==> src/bus_status_pkg.sv <==
// Purpose: Shared constants and types for the bus-cycle status and bus handover block.
// Assumes: One system clock at 250 MHz; each bus T-state spans two clock cycles.
// Notes:   Status codes are read with the high bit first.
package bus_status_pkg;

    // =====================================================================
    // Status codes
    // =====================================================================
    localparam logic [2:0] CODE_INT_ACK   = 3'h0;  // Interrupt acknowledge.
    localparam logic [2:0] CODE_IO_READ   = 3'h1;  // I/O read.
    localparam logic [2:0] CODE_IO_WRITE  = 3'h2;  // I/O write.
    localparam logic [2:0] CODE_HALT      = 3'h3;  // Halt.
    localparam logic [2:0] CODE_FETCH     = 3'h4;  // Code fetch.
    localparam logic [2:0] CODE_MEM_READ  = 3'h5;  // Memory read.
    localparam logic [2:0] CODE_MEM_WRITE = 3'h6;  // Memory write.
    localparam logic [2:0] CODE_PASSIVE   = 3'h7;  // Passive, no cycle.

    // =====================================================================
    // Timing
    // =====================================================================
    localparam logic PHASE_LOW  = 1'h0;             // First half of a T-state.
    localparam logic PHASE_HIGH = 1'h1;             // Second half of a T-state.
    localparam logic [1:0] ECHO_MASK_CYCLES = 2'h3; // Own grant echo blanking.

    // =====================================================================
    // Bus states
    // =====================================================================
    typedef enum logic [2:0] {
        ST_IDLE,
        ST_T1,
        ST_T2,
        ST_THIRD,
        ST_WAIT,
        ST_FOURTH,
        ST_HOLD
    } bus_state_t;

endpackage : bus_status_pkg

==> src/handover_if.sv <==
// Purpose: Carries request and grant events between the sequencer and one handover pin.
// Assumes: Both sides run on the same clock.
// Notes:   All signals are one-cycle pulses.
`timescale 1ns/1ns
`default_nettype none

interface handover_if;
    logic req_seen;  // Pulse: a low request pulse was seen on the line.
    logic grant;     // Pulse: drive one grant pulse onto the line.

    // Pin side and sequencer side views.
    modport pin (output req_seen, input grant);
    modport seq (input req_seen, output grant);
endinterface : handover_if

`default_nettype wire

==> src/bus_status_grant.sv <==
// Purpose: Bus-state sequencer that drives the cycle status code and hands the bus over.
// Assumes: The core asks for cycles on cycle_req from the same clock; ready is a pin.
// Notes:   Each T-state lasts two clocks; status changes at the start of the high half.
// What this block does
// - Status goes passive in third state or wait.
// - Leave passive during fourth state to start.
// - Status floats high during a grant.
// - Release bus only at cycle end.
// - First handover line beats the second.
// - Handover lines idle high on their own.
// - Passive status is all ones.
`timescale 1ns/1ns
`default_nettype none

module bus_status_grant (
    // Clock and reset
    input  wire logic       clk,
    input  wire logic       rst_n,
    // Core cycle requests
    input  wire logic       cycle_req,
    input  wire logic [2:0] cycle_type,
    output var  logic       cycle_ack,
    output var  logic       cycle_done,
    output var  logic       bus_granted,
    // Ready pin
    input  wire logic       ready_in,
    // Status pins
    output var  logic       cycle_type_bit_hi_out,
    output var  logic       cycle_type_bit_hi_oe,
    output var  logic       cycle_type_bit_mid_out,
    output var  logic       cycle_type_bit_mid_oe,
    output var  logic       cycle_type_bit_lo_out,
    output var  logic       cycle_type_bit_lo_oe,
    // First handover line
    input  wire logic       bus_handover_line_first_in,
    output var  logic       bus_handover_line_first_out,
    output var  logic       bus_handover_line_first_oe,
    output var  logic       bus_handover_line_first_keep,
    // Second handover line
    input  wire logic       bus_handover_line_second_in,
    output var  logic       bus_handover_line_second_out,
    output var  logic       bus_handover_line_second_oe,
    output var  logic       bus_handover_line_second_keep
);

    bus_status_pkg::bus_state_t state_q;   // Current T-state.
    logic                       phase_q;   // Half of the T-state.
    logic [2:0]                 status_q;  // Status code on the pins.
    logic                       stat_oe_q; // Status pins driven.
    logic                       start_q;   // A cycle was accepted in this fourth state.
    logic                       ended_q;   // Ready seen; cycle ends with this state.
    logic [1:0]                 pend_q;    // Requests waiting for the bus.
    logic                       owner_q;   // Line holding the bus: 0 first, 1 second.
    logic                       rdy1_q;    // Ready synchroniser, first stage.
    logic                       rdy2_q;    // Ready synchroniser, second stage.
    logic                       at_end;    // Last clock of a T-state.
    logic                       at_mid;    // Last clock of the low half.
    logic                       grant_go;  // Take the bus over this clock.
    logic                       grant_sel; // Line picked for the grant.
    logic                       release_hit; // Owner pulsed to hand the bus back.
    logic                       accept;    // Cycle accepted this clock.
    logic                       finish;    // Status returns to passive this clock.

    // Ready matters only in the states where a cycle may end.
    function automatic logic ready_window(input bus_status_pkg::bus_state_t st);
        return (st == bus_status_pkg::ST_THIRD) || (st == bus_status_pkg::ST_WAIT);
    endfunction : ready_window

    handover_if hs_first ();
    handover_if hs_second ();
    // One front end per handover line.
    handover_pin u_first (
        .clk      (clk),
        .rst_n    (rst_n),
        .line_in  (bus_handover_line_first_in),
        .line_out (bus_handover_line_first_out),
        .line_oe  (bus_handover_line_first_oe),
        .keep_hi  (bus_handover_line_first_keep),
        .hs       (hs_first)
    );
    handover_pin u_second (
        .clk      (clk),
        .rst_n    (rst_n),
        .line_in  (bus_handover_line_second_in),
        .line_out (bus_handover_line_second_out),
        .line_oe  (bus_handover_line_second_oe),
        .keep_hi  (bus_handover_line_second_keep),
        .hs       (hs_second)
    );

    // =====================================================================
    // Ready synchroniser and phase
    // =====================================================================
    // Ready comes from a pin, so it passes two flops before use.
    always_ff @(posedge clk or negedge rst_n) begin
        if (!rst_n) begin
            rdy1_q <= 1'h0;
            rdy2_q <= 1'h0;
        end else begin
            rdy1_q <= ready_in;
            rdy2_q <= rdy1_q;
        end
    end

    // The phase toggles every clock; two clocks make one T-state.
    always_ff @(posedge clk or negedge rst_n) begin
        if (!rst_n) begin
            phase_q <= bus_status_pkg::PHASE_LOW;
        end else begin
            phase_q <= !phase_q;
        end
    end

    assign at_end = (phase_q == bus_status_pkg::PHASE_HIGH);
    assign at_mid = (phase_q == bus_status_pkg::PHASE_LOW);

    // =====================================================================
    // Decisions
    // =====================================================================
    // first line priority
    assign grant_sel = !pend_q[0];

    // release at cycle end
    // Grants are taken only between cycles, never inside one.
    assign grant_go = at_end && (pend_q != 2'h0) &&
                      ((state_q == bus_status_pkg::ST_IDLE) ||
                       ((state_q == bus_status_pkg::ST_FOURTH) && !start_q));

    // A pending grant blocks new cycles, so a busy core cannot starve masters.
    assign accept = at_mid && (state_q == bus_status_pkg::ST_FOURTH) &&
                    cycle_req && (pend_q == 2'h0);

    assign finish = at_mid && rdy2_q && !ended_q && ready_window(state_q);

    // The owner's second pulse hands the bus back.
    assign release_hit = (state_q == bus_status_pkg::ST_HOLD) &&
                         (owner_q ? hs_second.req_seen : hs_first.req_seen);

    // =====================================================================
    // Bus-state sequencer
    // =====================================================================
    // States advance on the last clock of each T-state, except HOLD, which leaves on any clock with release_hit.
    always_ff @(posedge clk or negedge rst_n) begin
        if (!rst_n) begin
            state_q <= bus_status_pkg::ST_IDLE;
        end else begin
            case (state_q)
                bus_status_pkg::ST_IDLE: begin
                    if (grant_go) begin
                        state_q <= bus_status_pkg::ST_HOLD;
                    end else if (at_end && cycle_req) begin
                        state_q <= bus_status_pkg::ST_FOURTH;
                    end
                end
                bus_status_pkg::ST_T1: begin
                    if (at_end) begin
                        state_q <= bus_status_pkg::ST_T2;
                    end
                end
                bus_status_pkg::ST_T2: begin
                    if (at_end) begin
                        state_q <= bus_status_pkg::ST_THIRD;
                    end
                end
                bus_status_pkg::ST_THIRD, bus_status_pkg::ST_WAIT: begin
                    if (at_end) begin
                        state_q <= ended_q ? bus_status_pkg::ST_FOURTH : bus_status_pkg::ST_WAIT;
                    end
                end
                bus_status_pkg::ST_FOURTH: begin
                    if (at_end) begin
                        if (start_q) begin
                            state_q <= bus_status_pkg::ST_T1;
                        end else if (grant_go) begin
                            state_q <= bus_status_pkg::ST_HOLD;
                        end else begin
                            state_q <= bus_status_pkg::ST_IDLE;
                        end
                    end
                end
                bus_status_pkg::ST_HOLD: begin
                    if (release_hit) begin
                        state_q <= bus_status_pkg::ST_IDLE;
                    end
                end
                default: begin
                    state_q <= bus_status_pkg::ST_IDLE;
                end
            endcase
        end
    end

    // Cycle start and end markers; start clears as each T-state closes, end only as a T-state outside third or wait closes.
    always_ff @(posedge clk or negedge rst_n) begin
        if (!rst_n) begin
            start_q <= 1'h0;
            ended_q <= 1'h0;
        end else begin
            if (accept) begin
                start_q <= 1'h1;
            end else if (at_end) begin
                start_q <= 1'h0;
            end
            if (finish) begin
                ended_q <= 1'h1;
            end else if (at_end && !ready_window(state_q)) begin
                ended_q <= 1'h0;
            end
        end
    end

    // =====================================================================
    // Status code
    // =====================================================================
    // passive all ones
    // active from fourth state
    // Loaded as the fourth state turns high; held until the cycle ends.
    always_ff @(posedge clk or negedge rst_n) begin
        if (!rst_n) begin
            status_q <= bus_status_pkg::CODE_PASSIVE;
        end else if (accept) begin
            status_q <= cycle_type;
        end else if (finish || grant_go) begin
            status_q <= bus_status_pkg::CODE_PASSIVE;
        end
    end

    // float during grant
    // Pins float while another master owns the bus; the keeper reads as one.
    always_ff @(posedge clk or negedge rst_n) begin
        if (!rst_n) begin
            stat_oe_q <= 1'h1;
        end else if (grant_go) begin
            stat_oe_q <= 1'h0;
        end else if (release_hit) begin
            stat_oe_q <= 1'h1;
        end
    end

    assign cycle_type_bit_hi_out  = status_q[2];
    assign cycle_type_bit_mid_out = status_q[1];
    assign cycle_type_bit_lo_out  = status_q[0];
    assign cycle_type_bit_hi_oe   = stat_oe_q;
    assign cycle_type_bit_mid_oe  = stat_oe_q;
    assign cycle_type_bit_lo_oe   = stat_oe_q;

    // =====================================================================
    // Requests and grants
    // =====================================================================
    // A request on a line in the same clock as that line's grant clear is dropped, since the grant blanks req_seen.
    always_ff @(posedge clk or negedge rst_n) begin
        if (!rst_n) begin
            pend_q <= 2'h0;
        end else begin
            pend_q[0] <= (hs_first.req_seen && !(release_hit && !owner_q)) ||
                         (pend_q[0] && !(grant_go && !grant_sel));
            pend_q[1] <= (hs_second.req_seen && !(release_hit && owner_q)) ||
                         (pend_q[1] && !(grant_go && grant_sel));
        end
    end

    // Remember which line holds the bus.
    always_ff @(posedge clk or negedge rst_n) begin
        if (!rst_n) begin
            owner_q <= 1'h0;
        end else if (grant_go) begin
            owner_q <= grant_sel;
        end
    end

    assign hs_first.grant  = grant_go && !grant_sel;
    assign hs_second.grant = grant_go && grant_sel;

    // Acknowledge and done to the core are registered one-clock pulses.
    always_ff @(posedge clk or negedge rst_n) begin
        if (!rst_n) begin
            cycle_ack   <= 1'h0;
            cycle_done  <= 1'h0;
            bus_granted <= 1'h0;
        end else begin
            cycle_ack   <= accept;
            cycle_done  <= finish;
            bus_granted <= (grant_go || bus_granted) && !release_hit;
        end
    end

endmodule : bus_status_grant

`default_nettype wire

==> src/handover_pin.sv <==
// Purpose: Front end of one request/grant line: synchroniser, pulse detect, grant drive.
// Assumes: The far master drives low pulses one clock wide; the line idles high.
// Notes:   The keeper output models the bus-hold that holds an open line high.
`timescale 1ns/1ns
`default_nettype none

module handover_pin (
    // Clock and reset
    input  wire logic clk,
    input  wire logic rst_n,
    // Pin
    input  wire logic line_in,
    output var  logic line_out,
    output var  logic line_oe,
    output var  logic keep_hi,
    // Sequencer side
    handover_if.pin   hs
);

    // =====================================================================
    // Synchroniser and edge detect
    // =====================================================================
    logic       sync1_q;   // First stage, read only by the second.
    logic       sync2_q;   // Second stage.
    logic       prev_q;    // Previous synchronised level.
    logic [1:0] mask_q;    // Blanks detection while our own pulse echoes.

    // Reset to high so a floating line never looks like a request.
    always_ff @(posedge clk or negedge rst_n) begin
        if (!rst_n) begin
            sync1_q <= 1'h1;
            sync2_q <= 1'h1;
            prev_q  <= 1'h1;
        end else begin
            sync1_q <= line_in;
            sync2_q <= sync1_q;
            prev_q  <= sync2_q;
        end
    end

    // Count down after each grant so our own low is not taken as a request.
    always_ff @(posedge clk or negedge rst_n) begin
        if (!rst_n) begin
            mask_q <= 2'h0;
        end else if (hs.grant) begin
            mask_q <= bus_status_pkg::ECHO_MASK_CYCLES;
        end else if (mask_q != 2'h0) begin
            mask_q <= mask_q - 2'h1;
        end
    end

    // one-clock low pulse
    // A falling edge marks the start of a request pulse.
    assign hs.req_seen = prev_q && !sync2_q && (mask_q == 2'h0) && !hs.grant;

    // =====================================================================
    // Grant drive
    // =====================================================================
    // idle high keeper
    // The keeper stays on except while we pull the line low ourselves.
    always_ff @(posedge clk or negedge rst_n) begin
        if (!rst_n) begin
            line_oe  <= 1'h0;
            line_out <= 1'h1;
            keep_hi  <= 1'h1;
        end else begin
            line_oe  <= hs.grant;
            line_out <= !hs.grant;
            keep_hi  <= !hs.grant;
        end
    end

endmodule : handover_pin

`default_nettype wire

==> config.mk <==
export PLATFORM = sky130hd
export DESIGN_NAME = bus_status_grant
export DESIGN_NICKNAME = d
export VERILOG_FILES = /design/src/bus_status_pkg.sv /design/src/handover_if.sv /design/src/bus_status_grant.sv /design/src/handover_pin.sv
export SDC_FILE = /design/constraint.sdc
export NUM_CORES = 1
export LEC_CHECK = 0
export BUFFER_PORTS_ARGS = -buffer_cell sky130_fd_sc_hd__buf_2
export CORE_MARGIN = 8
export CORE_UTILIZATION = 33
export DETAILED_ROUTE_END_ITERATION = 6
export HOLD_SLACK_MARGIN = 0.1
export MAX_ROUTING_LAYER = met4
export PLACE_DENSITY = 0.51
export SLEW_MARGIN = 30
export SYNTH_ARGS = -nofsm -noshare
export SYNTH_HDL_FRONTEND = slang
export SYNTH_SLANG_ARGS = --single-unit
==> constraint.sdc <==
create_clock -name clk -period 4.7 [get_ports clk]
set_clock_uncertainty 0.1 [all_clocks]
set_input_delay 0.235 -clock clk [delete_from_list [all_inputs] [get_ports clk]]
set_output_delay 0.235 -clock clk [all_outputs]
set_load 0.05 [all_outputs]
## Yosys cells after proc, flatten, opt, wreduce, memory -nomap -nowiden

Index checks and enable logic that the tools add are counted.
W data, S select, Z words.

- Register bits after elaboration: 32
- Latch bits: 0
- RAM bits: 0
- ROM bits: 0
- Input bits: 9
- Output and inout port bits: 15
- Word-level logic and storage cells: 125
- Memories kept: 0

- $add $sub $neg: 2
- Multiply operators: 0
- Div/mod/pow operators: 0
- Magnitude comparators: 0
- Equality and inequality tests: 12
- Shift-type cells: 0
- Muxes and demuxes: 24
- Bitwise gates (word level): 1
- Reduce and logical (&&, ||, !) cells: 61

Operator list:

| cell | number |
|---|---|
| $mux W3 | 11 |
| $logic_and A1 B1 Y1 | 27 |
| $pmux W3 S6 | 1 |
| $reduce_bool A2 Y1 | 9 |
| $logic_not A1 Y1 | 13 |
| $ne A2 B2 Y1 const B | 5 |
| $eq A3 B3 Y1 const B | 3 |
| $mux W1 | 8 |
| $mux W2 | 4 |
| $eq A3 B2 Y1 const B | 2 |
| $logic_not A2 Y1 | 3 |
| $logic_or A1 B1 Y1 | 6 |
| $reduce_and A6 Y1 | 1 |
| $sub A2 B1 Y2 const B | 2 |
| $eq A3 B1 Y1 const B | 1 |
| $logic_not A3 Y1 | 1 |
| $ne A3 B2 Y1 const B | 1 |
| $reduce_or A2 Y1 | 1 |
| $not A1 Y1 | 1 |

## Depth between registers and ports, before layout

Gate-level depths: netlist (run 1).

- Word-level depth: 13
- Depth in mapped cells: 6
- Depth with buffers taken out: 6

## By module

From an unflattened synthesis (run 1), not the netlist that was laid out.

- Cell total of the unflattened synthesis: 127
- Area, all modules: 1402.6 um^2

Modules (own cells, without submodules):

| module | times used | cells an instance | area each (um^2) | seq. area each (um^2) |
|---|---|---|---|---|
| bus_status_grant | 1 | 91 | 904.6 | 455.4 |
| handover_pin | 2 | 18 | 249.0 | 180.2 |

## Worst setup path before layout (run 1)

Ideal clock, no wire load.

- Kind: reg-to-reg
- From: reg state_q[2]
- To: reg pend_q[1]
- Setup time: 0.115 ns
- Data arrival time: 1.361 ns
- Required time: 4.485 ns
- Slack: 3.124 ns
- Cell stages (with the launch flop): 7
- Buffers on the path: 1
- Clock period less this slack: 1.576 ns
- Cells stage by stage: dfrtp_1 buf_2 or2_2 a211oi_4 nand2b_2 inv_1 nor2_1

- Word-level cells in the longest chain between the ends: 13
- Elaborated cells on any way between the ends: 19
- Classes of those cells: eq/ne: 2; mux: 1; reduce/logical: 16

RTL lines:

| element | RTL line | text |
|---|---|---|
| start: declaration | bus_status_grant.sv:46 | `bus_status_pkg::bus_state_t state_q;` |
| start signal: assignment | bus_status_grant.sv:145 | `state_q <= bus_status_pkg::ST_IDLE;` |
| start signal: assignment | bus_status_grant.sv:150 | `state_q <= bus_status_pkg::ST_HOLD;` |
| start signal: assignment | bus_status_grant.sv:152 | `state_q <= bus_status_pkg::ST_FOURTH;` |
| $eq A3 B3 Y1 | bus_status_grant.sv:127 | `((state_q == bus_status_pkg::ST_FOURTH) && !start_q));` |
| $logic_and A1 B1 Y1 | bus_status_grant.sv:127 |  |
| $logic_or A1 B1 Y1 * | bus_status_grant.sv:126 | `((state_q == bus_status_pkg::ST_IDLE) \|\|` |
| $logic_and A1 B1 Y1 * | bus_status_grant.sv:125 | `assign grant_go = at_end && (pend_q != 2'h0) &&` |
| $logic_and A1 B1 Y1 * | bus_status_grant.sv:272 | `assign hs_second.grant = grant_go && grant_sel;` |
| named net hs_second.grant | handover_if.sv:9 | `logic grant;` |
| $logic_not A1 Y1 * | handover_pin.sv:54 | `assign hs.req_seen = prev_q && !sync2_q && (mask_q == 2'h0) && !hs.grant;` |
| $logic_and A1 B1 Y1 | handover_pin.sv:54 |  |
| $mux W1 | bus_status_grant.sv:137 | `(owner_q ? hs_second.req_seen : hs_first.req_seen);` |
| $logic_and A1 B1 Y1 | bus_status_grant.sv:136 | `assign release_hit = (state_q == bus_status_pkg::ST_HOLD) &&` |
| $logic_and A1 B1 Y1 | bus_status_grant.sv:257 | `pend_q[1] <= (hs_second.req_seen && !(release_hit && owner_q)) \|\|` |
| $logic_not A1 Y1 | bus_status_grant.sv:257 |  |
| $logic_and A1 B1 Y1 | bus_status_grant.sv:257 |  |
| $logic_or A1 B1 Y1 * | bus_status_grant.sv:257 |  |
| end signal: assignment | bus_status_grant.sv:257 |  |
| end: declaration | bus_status_grant.sv:52 | `logic [1:0] pend_q;` |

Mark *: on every way through the listed nets, which the timed path passes. The rest lies on a longest branch.
A chain may end at the register's enable or synchronous reset.

## Worst setup path in the final report (run 1)

- From: reg state_q[2]
- To: reg status_q[0]

- Elaborated cells on any way between the ends: 15
- Classes of those cells: eq/ne: 3; mux: 1; reduce/logical: 11

RTL lines:

| element | RTL line | text |
|---|---|---|
| $eq A3 B2 Y1 / $eq A3 B3 Y1 (equally long branches) | bus_status_grant.sv:66 | `return (st == bus_status_pkg::ST_THIRD) \|\| (st == bus_status_pkg::ST_WAIT);` |
| $logic_or A1 B1 Y1 * | bus_status_grant.sv:66 |  |
| $logic_and A1 B1 Y1 * | bus_status_grant.sv:133 | `assign finish = at_mid && rdy2_q && !ended_q && ready_window(state_q);` |
| named net finish | bus_status_grant.sv:62 | `logic finish;` |
| $logic_or A1 B1 Y1 * | bus_status_grant.sv:223 | `end else if (finish \|\| grant_go) begin` |
| $reduce_bool A2 Y1 (no line) * | n/a |  |
| end signal: assignment | bus_status_grant.sv:220 | `status_q <= bus_status_pkg::CODE_PASSIVE;` |
| end signal: assignment | bus_status_grant.sv:222 | `status_q <= cycle_type;` |
| end signal: assignment | bus_status_grant.sv:224 | `status_q <= bus_status_pkg::CODE_PASSIVE;` |
| end: declaration | bus_status_grant.sv:48 | `logic [2:0] status_q;` |

Marks and branches as above.

==> out/metrics.cfg, run 1 <==
[status]
outcome = finished clean

[sta]
tightestPinTransition_ps = 698
finalSetupViolations = 0
final_hold_viol_count = 0
slew_viol_final = 0
min_period_ps = 1820
finalSetupTns_ps = 0
max-slew-margin-rel = 0.534
max_freq_ghz = 0.548
rsz0062_at_grt = no
fin_hold_ws_ps = 114
min_period_over_period = 0.388

[detailed_routing]
postRouteAntennaNets = 0
avgRoutedWirePerCell_um = 13.6
wl_um = 2760
drt_iter0_drc = 76
vias = 1006
viasPerCell = 4.96
firstDrtPassIters = 4
drc = 0

[layout]
fillers = 403
final_util = 0.423
drive_above_1_share = 0.327
area_growth_pct = 22.2
fin_nets = 163
final_cell_count_no_fill = 203
antenna_cells_inserted = 0
final_area_um2 = 1700

[floorplan]
num_rows = 23
core_area_um2 = 4030
die_w_um = 81.0
dieArea_um2 = 6560
fp.dieH_um = 81.0
ioPinCount = 24
initial_core_util = 0.346

[synthesis]
synth-main-ff-cell = dfrtp_1
synth_seq_cells = 32
postSynth.asyncResetShare = 1.00
ys_types = 38
syn_area_um2 = 1400
yosys.cell_count.top_type = dfrtp_1
synth_seq_area_share = 0.585
synthTopCellsByArea = dfrtp_1 (36%), dfstp_2 (23%), nor2_1 (4.3%)
synth_common_cells = dfrtp_1 (20), nor2_1 (16), dfstp_2 (12), inv_1 (12), a21oi_1 (10)
synth_largest_area_cell = dfrtp_1
synth_fp_nets = 135
synth_top_area_frac = 0.359
syn_inst = 124
synth_edf_count = 0
synth-warning-count = 0
avgSynthCellArea_um2 = 11.3

[placement]
place_hpwl_um = 2000
gp_congestion = 0.790
port_buffers = 23
dp_cells = 190
place_area_um2 = 1530

[critical_path]
start_kind = flip-flop
crit_chain = or3b_1 -> a2111oi_4 -> nor2_1 -> a21oi_1
arrival_ps = 1930
cp-end-kind = flip-flop
critPathMaxFanout = 12
path_class = reg -> reg
cp_data_required_time_ps = 4810
ff2ff_path_depth = 4
cp_top_family = simple AND/OR/NAND/NOR gates
cp.depth = 4
critical_path.max_stage_delay_ps = 540
slowest_stage = dfrtp_1
cp_num_buf_inv = 0

[clocking]
clock-sinks = 32
cts_tree = built
cts_buffer_depth = 2
cts_buffers = 5
htreeDepth = 2
cts_root_buf = clkbuf_8
postCtsSetupBuffers = 0
clkTransAtPathRegs_ps = 70
clk_latency_ps = 280

[global_routing]
grt_use_total = 0.0955
grt_max_degree = 33
grt_pass1_wl_um = 4620
grt_pass1_vias = 1025
grt.overflow.total = 0
antenna_found_initial = 0

[power_and_ir_drop]
peakVddDrop_v = 0.000260
p_per_area_nw_per_um2 = 637
leakage_nw = 0.801

[min_path]
hold_path_class = in -> reg
hold_depth = 3

[flow_run]
max-cap-violations = 0

==> worst register-to-register path: stages, from the launching register on <==
cell and delay [ps]:
dfrtp_1 540, or3b_1 450, a2111oi_4 380, nor2_1 120, a21oi_1 170
==> cell usage in the layout (no fill, tap or decap), drive strengths merged, types with 3 or more instances in the layout <==
cell         Yosys  routed
inv             12      12
nand2b           3       3
dfstp           12      12
nand3b           4       4
a21oi           10      10
buf              7      23
o211ai           3       3
clkbuf           0       7
nor2            16      16
dfrtp           20      20
dlygate4sd3      0       5
nand2            7       7
==> power by group <==
| group | internal, mW | switching [mW] | leakage, nW | total, mW |
|---|---|---|---|---|
| Combinational | 0.149 | 0.221 | 0.366 | 0.370 |
| Clock | 0.187 | 0.0999 | 0.0645 | 0.287 |
| Sequential | 0.351 | 0.0781 | 0.371 | 0.429 |
| Total | 0.687 | 0.399 | 0.801 | 1.09 |
==> logic make-up (layout without fill, tap and decap cells) <==
group | count (synthesis) | count (layout) | synth area share
AOI/OAI and AO/OA | 27 | 27 | 0.152
xor gates and xnor gates | 2 | 2 | 0.0126
adders and majority gates | 2 | 2 | 0.0179
buffers and inverters | 20 | 49 | 0.0682
DFF | 32 | 32 | 0.585
muxes | 2 | 2 | 0.0144
and+or+nand+nor | 39 | 39 | 0.151
==> final timing paths <==
check                                 start            endpoint  slack [ps]
setup reg to reg                 state_q[2]         status_q[0]        2880
hold / removal                cycle_type[2]         status_q[2]         110
hold reg to reg            u_second.sync1_q    u_second.sync2_q         260
max in group asynchronous             rst_n             owner_q        3610
min in group asynchronous             rst_n  u_second.mask_q[0]         430
setup / recovery                 state_q[2]         status_q[0]        2880
==> repair_timing <==
action,CTS,global route
endpoints found under the setup margin,0,0
gates resized for setup,0,0
endpoints found under the hold margin,24,0
hold buffers,5,0
==> metrics by stage <==
| step | setup slack, ps | total power [mW] |
|---|---|---|
| finish | 2880 | 1.09 |
| global route | 2720 | 1.16 |
| CTS | 2860 | 1.10 |
| detailed placement | 2860 | 0.803 |
| global placement | 2920 | 0.782 |
| floorplan | 3120 | 0.724 |
==> cell type report <==
class | count | area [um^2] | share of cell area
Clock buffer | 7 | 96.3 | 0.0565
Timing Repair Buffer | 28 | 165 | 0.0969
Tap cell | 50 | 62.6 | 0.0367
Sequential cell | 32 | 816 | 0.479
Multi-Input combinational cell | 72 | 484 | 0.284
Inverter | 13 | 50.0 | 0.0294
Clock inverter | 1 | 30.0 | 0.0176
==> registers in the layout (all words and copies together), names as in the netlist, 2 cells and up <==
name / flops
status_q: 3
u_second.mask_q: 2
state_q: 3
u_first.mask_q: 2
pend_q: 2
==> routing by layer <==
layer / up-vias / routed length, um / track usage
met2: 31 / 1280 / 0.140
met3: 2 / 187 / 0.0408
li1: 479 / - / -
met5: - / 0 / -
met4: 0 / 23 / 0.0429
met1: 494 / 1270 / 0.112
No activity file was read; power rests on OpenSTA's default activity.
==> inputs of run 2 (changes only) <==
--- a/config.mk
+++ b/config.mk
@@ -11,7 +11,7 @@
 export DETAILED_ROUTE_END_ITERATION = 6
 export HOLD_SLACK_MARGIN = 0.1
 export MAX_ROUTING_LAYER = met4
-export PLACE_DENSITY = 0.51
+export PLACE_DENSITY = 0.53
 export SLEW_MARGIN = 30
 export SYNTH_ARGS = -nofsm -noshare
 export SYNTH_HDL_FRONTEND = slang
==> constraint.sdc (replaced) <==
create_clock -name clk -period 1.55 [get_ports clk]
set_clock_uncertainty 0.1 [all_clocks]
set_input_delay 0.0775 -clock clk [delete_from_list [all_inputs] [get_ports clk]]
set_output_delay 0.0775 -clock clk [all_outputs]
set_load 0.05 [all_outputs]
==> run 2 against run 1 <==
Compared with the run above:
- clock power up 130%
- sequential cell count unchanged
- sequential power rose to 2.8 times the previous value
- core utilization up 6.3 points
- highest routed layer unchanged
- routed wire length up 7.2%
- maximum frequency up 14%
- combinational power rose to 4.8 times the previous value
- the run now ends with setup timing left
- largest power group is now combinational cells
- first-iteration DRC count down 70%
- setup slack worse by 2900 ps
- sequential share of layout area down 6.2 points
==> out/metrics.cfg, run 2 (synthesis results as in run 1) <==
[status]
outcome = finished with violations
violations = setup timing

[critical_path]
start_kind = flip-flop
cp_num_buf_inv = 0  ; unchanged
cp-end-kind = flip-flop
critPathMaxFanout = 4  ; -8
cp_data_required_time_ps = 1660  ; -3150 ps
critical_path.max_stage_delay_ps = 430  ; -110 ps
arrival_ps = 1700  ; -230 ps
rrSetupSlack_ps = -50  ; -2920 ps
crit_chain = or3b_4 -> a2111oi_4 -> nor2_2 -> a21oi_1
cp_top_family = simple AND/OR/NAND/NOR gates
path_class = reg -> reg
slowest_stage = dfrtp_1
timing.rr.start = state_q[0]
crit_start = state_q[0]

[power_and_ir_drop]
net-switching-power_mw = 1.37  ; +240%
p_seq_frac = 0.334  ; -0.061
peakVddDrop_v = 0.000814  ; +210%
p_sw_frac = 0.374  ; +0.00655
p_int_mw = 2.28  ; +230%
leakage_nw = 0.937  ; +17%
p_per_area_nw_per_um2 = 1860  ; +190%
clockPowerShare = 0.177  ; -0.087
combPwrFrac = 0.489  ; +0.148

[sta]
tightestPinTransition_ps = 680  ; -18.8 ps
finalSetupViolations = 3  ; +3
min_period_over_period = 1.03  ; +0.641
final_hold_viol_count = 0  ; unchanged
max-slew-margin-rel = 0.547  ; +0.0125
fin_hold_ws_ps = 228  ; +114 ps
max_freq_ghz = 0.627  ; +14%
layout_setup_ws_ps = -45.4  ; -2920 ps
rsz0062_at_grt = yes
slew_viol_final = 0  ; unchanged
min_period_ps = 1600  ; -229 ps
finalSetupTns_ps = -102  ; -102 ps

[placement]
place_hpwl_um = 2120  ; +5.9%
port_buffers = 23  ; unchanged
gp_congestion = 0.895  ; +13%
dp_cells = 210  ; +11%
post-place-ws_ps = -120  ; -2980 ps

[detailed_routing]
drt_iter0_drc = 23  ; -70%
vias = 1084  ; +7.8%
avgRoutedWirePerCell_um = 12.9  ; -5.4%
firstDrtPassIters = 4  ; unchanged
viasPerCell = 4.71  ; -4.9%
postRouteAntennaNets = 0  ; unchanged
wl_um = 2960  ; +7.2%
drc = 0  ; unchanged

[floorplan]
initial_core_util = 0.346  ; unchanged
fp.dieH_um = 81.0  ; unchanged
ioPinCount = 24  ; unchanged
die_w_um = 81.0  ; unchanged
core_area_um2 = 4030  ; unchanged
num_rows = 23  ; unchanged
dieArea_um2 = 6560  ; unchanged

[layout]
layout_commonest_cell = buf_2
final_util = 0.486  ; +0.0634
drive_above_1_share = 0.467  ; +0.140
final_cell_mix = buf_2 (23), dfrtp_1 (20), buf_4 (19)
reg_top3 = state_q x3, status_q x3
fin_nets = 190  ; +17%
final_cell_count_no_fill = 230  ; +13%
antenna_cells_inserted = 0  ; unchanged
area_growth_pct = 40.4

[min_path]
hold_path_startpoint = cycle_req
hold_path_class = in -> reg

[clocking]
cts_buffers = 5  ; unchanged
clock-sinks = 32  ; unchanged
clk_latency_ps = 280  ; about the same
cts_root_buf = clkbuf_8
htreeDepth = 2  ; unchanged
cts_buffer_depth = 2  ; unchanged
clkTransAtPathRegs_ps = 60  ; about the same
cts_tree = built

[global_routing]
antenna_found_initial = 0  ; unchanged
grt_pass1_vias = 1065  ; +3.9%
grt.overflow.total = 0  ; unchanged
grt_pass1_wl_um = 4660  ; +0.89%
grt_use_total = 0.0967  ; +0.00114
grt_max_degree = 33  ; unchanged

[flow_run]
max-cap-violations = 0  ; unchanged

run 2: changes by cell type in the layout (fill, tap and decap cells not counted), sizes merged:
| cell | before | now |
|---|---|---|
| bufinv | 1 | 0 |
| dlygate4sd3 | 5 | 7 |
| clkinvlp | 0 | 1 |
| buf | 23 | 48 |
run 2: tightest hold or removal path, stage by stage:
cell and delay [ps]:
buf_2 120, nand2_1 60, or4_4 150, nor2_1 60
a21oi_2 90
run 2: power by group through the flow:
stage | Clock (mW) | Combinational [mW] | Sequential [mW]
4_1_cts | 0.671 | 1.60 | 1.22
3_5_place_dp | 0 | 1.52 | 1.22
3_3_place_gp | 0 | 1.49 | 1.21
6_report | 0.646 | 1.78 | 1.22
2_1_floorplan | 0 | 0.907 | 1.33
5_1_grt | 0.703 | 1.96 | 1.25
run 2: cell type report:
class	count	area (um^2)
Clock buffer	7	86.3
Fill cell	380	2070
Sequential cell	32	816
Inverter	13	53.8
Tap cell	50	62.6
Timing Repair Buffer	55	395
Clock inverter	1	7.51
Multi-Input combinational cell	72	538
run 2: per-layer routing:
layer | track usage | share of wire | vias up
met5 | - | 0 | -
met4 | 0.0643 | 0.034 | 0
met3 | 0.0386 | 0.066 | 10
met2 | 0.146 | 0.48 | 27
met1 | 0.103 | 0.42 | 520
li1 | - | - | 527
run 2: final timing paths:
path | endpoint | cells after the start
max in group asynchronous | state_q[2] | 2
min in group asynchronous | u_second.mask_q[0] | 2
max reg2reg | status_q[1] | 4
max | status_q[1] | 4
min reg2reg | rdy2_q | 0
min | status_q[2] | 5
run 2: timing repair:
action	4_1_cts	5_1_grt
cloned	0	0
resized for setup	4	14
endpoints found under the hold margin	26	0
endpoints found under the setup margin	4	12
setup buffers	2	3
pin swaps	1	5
hold buffers	7	0
run 2: metrics by stage:
| stage | power, mW | area, um^2 |
|---|---|---|
| floorplan | 2.24 | 1410 |
| global placement | 2.70 | 1690 |
| detailed placement | 2.75 | 1690 |
| CTS | 3.49 | 1880 |
| global route | 3.91 | 1960 |
| finish | 3.65 | 1960 |
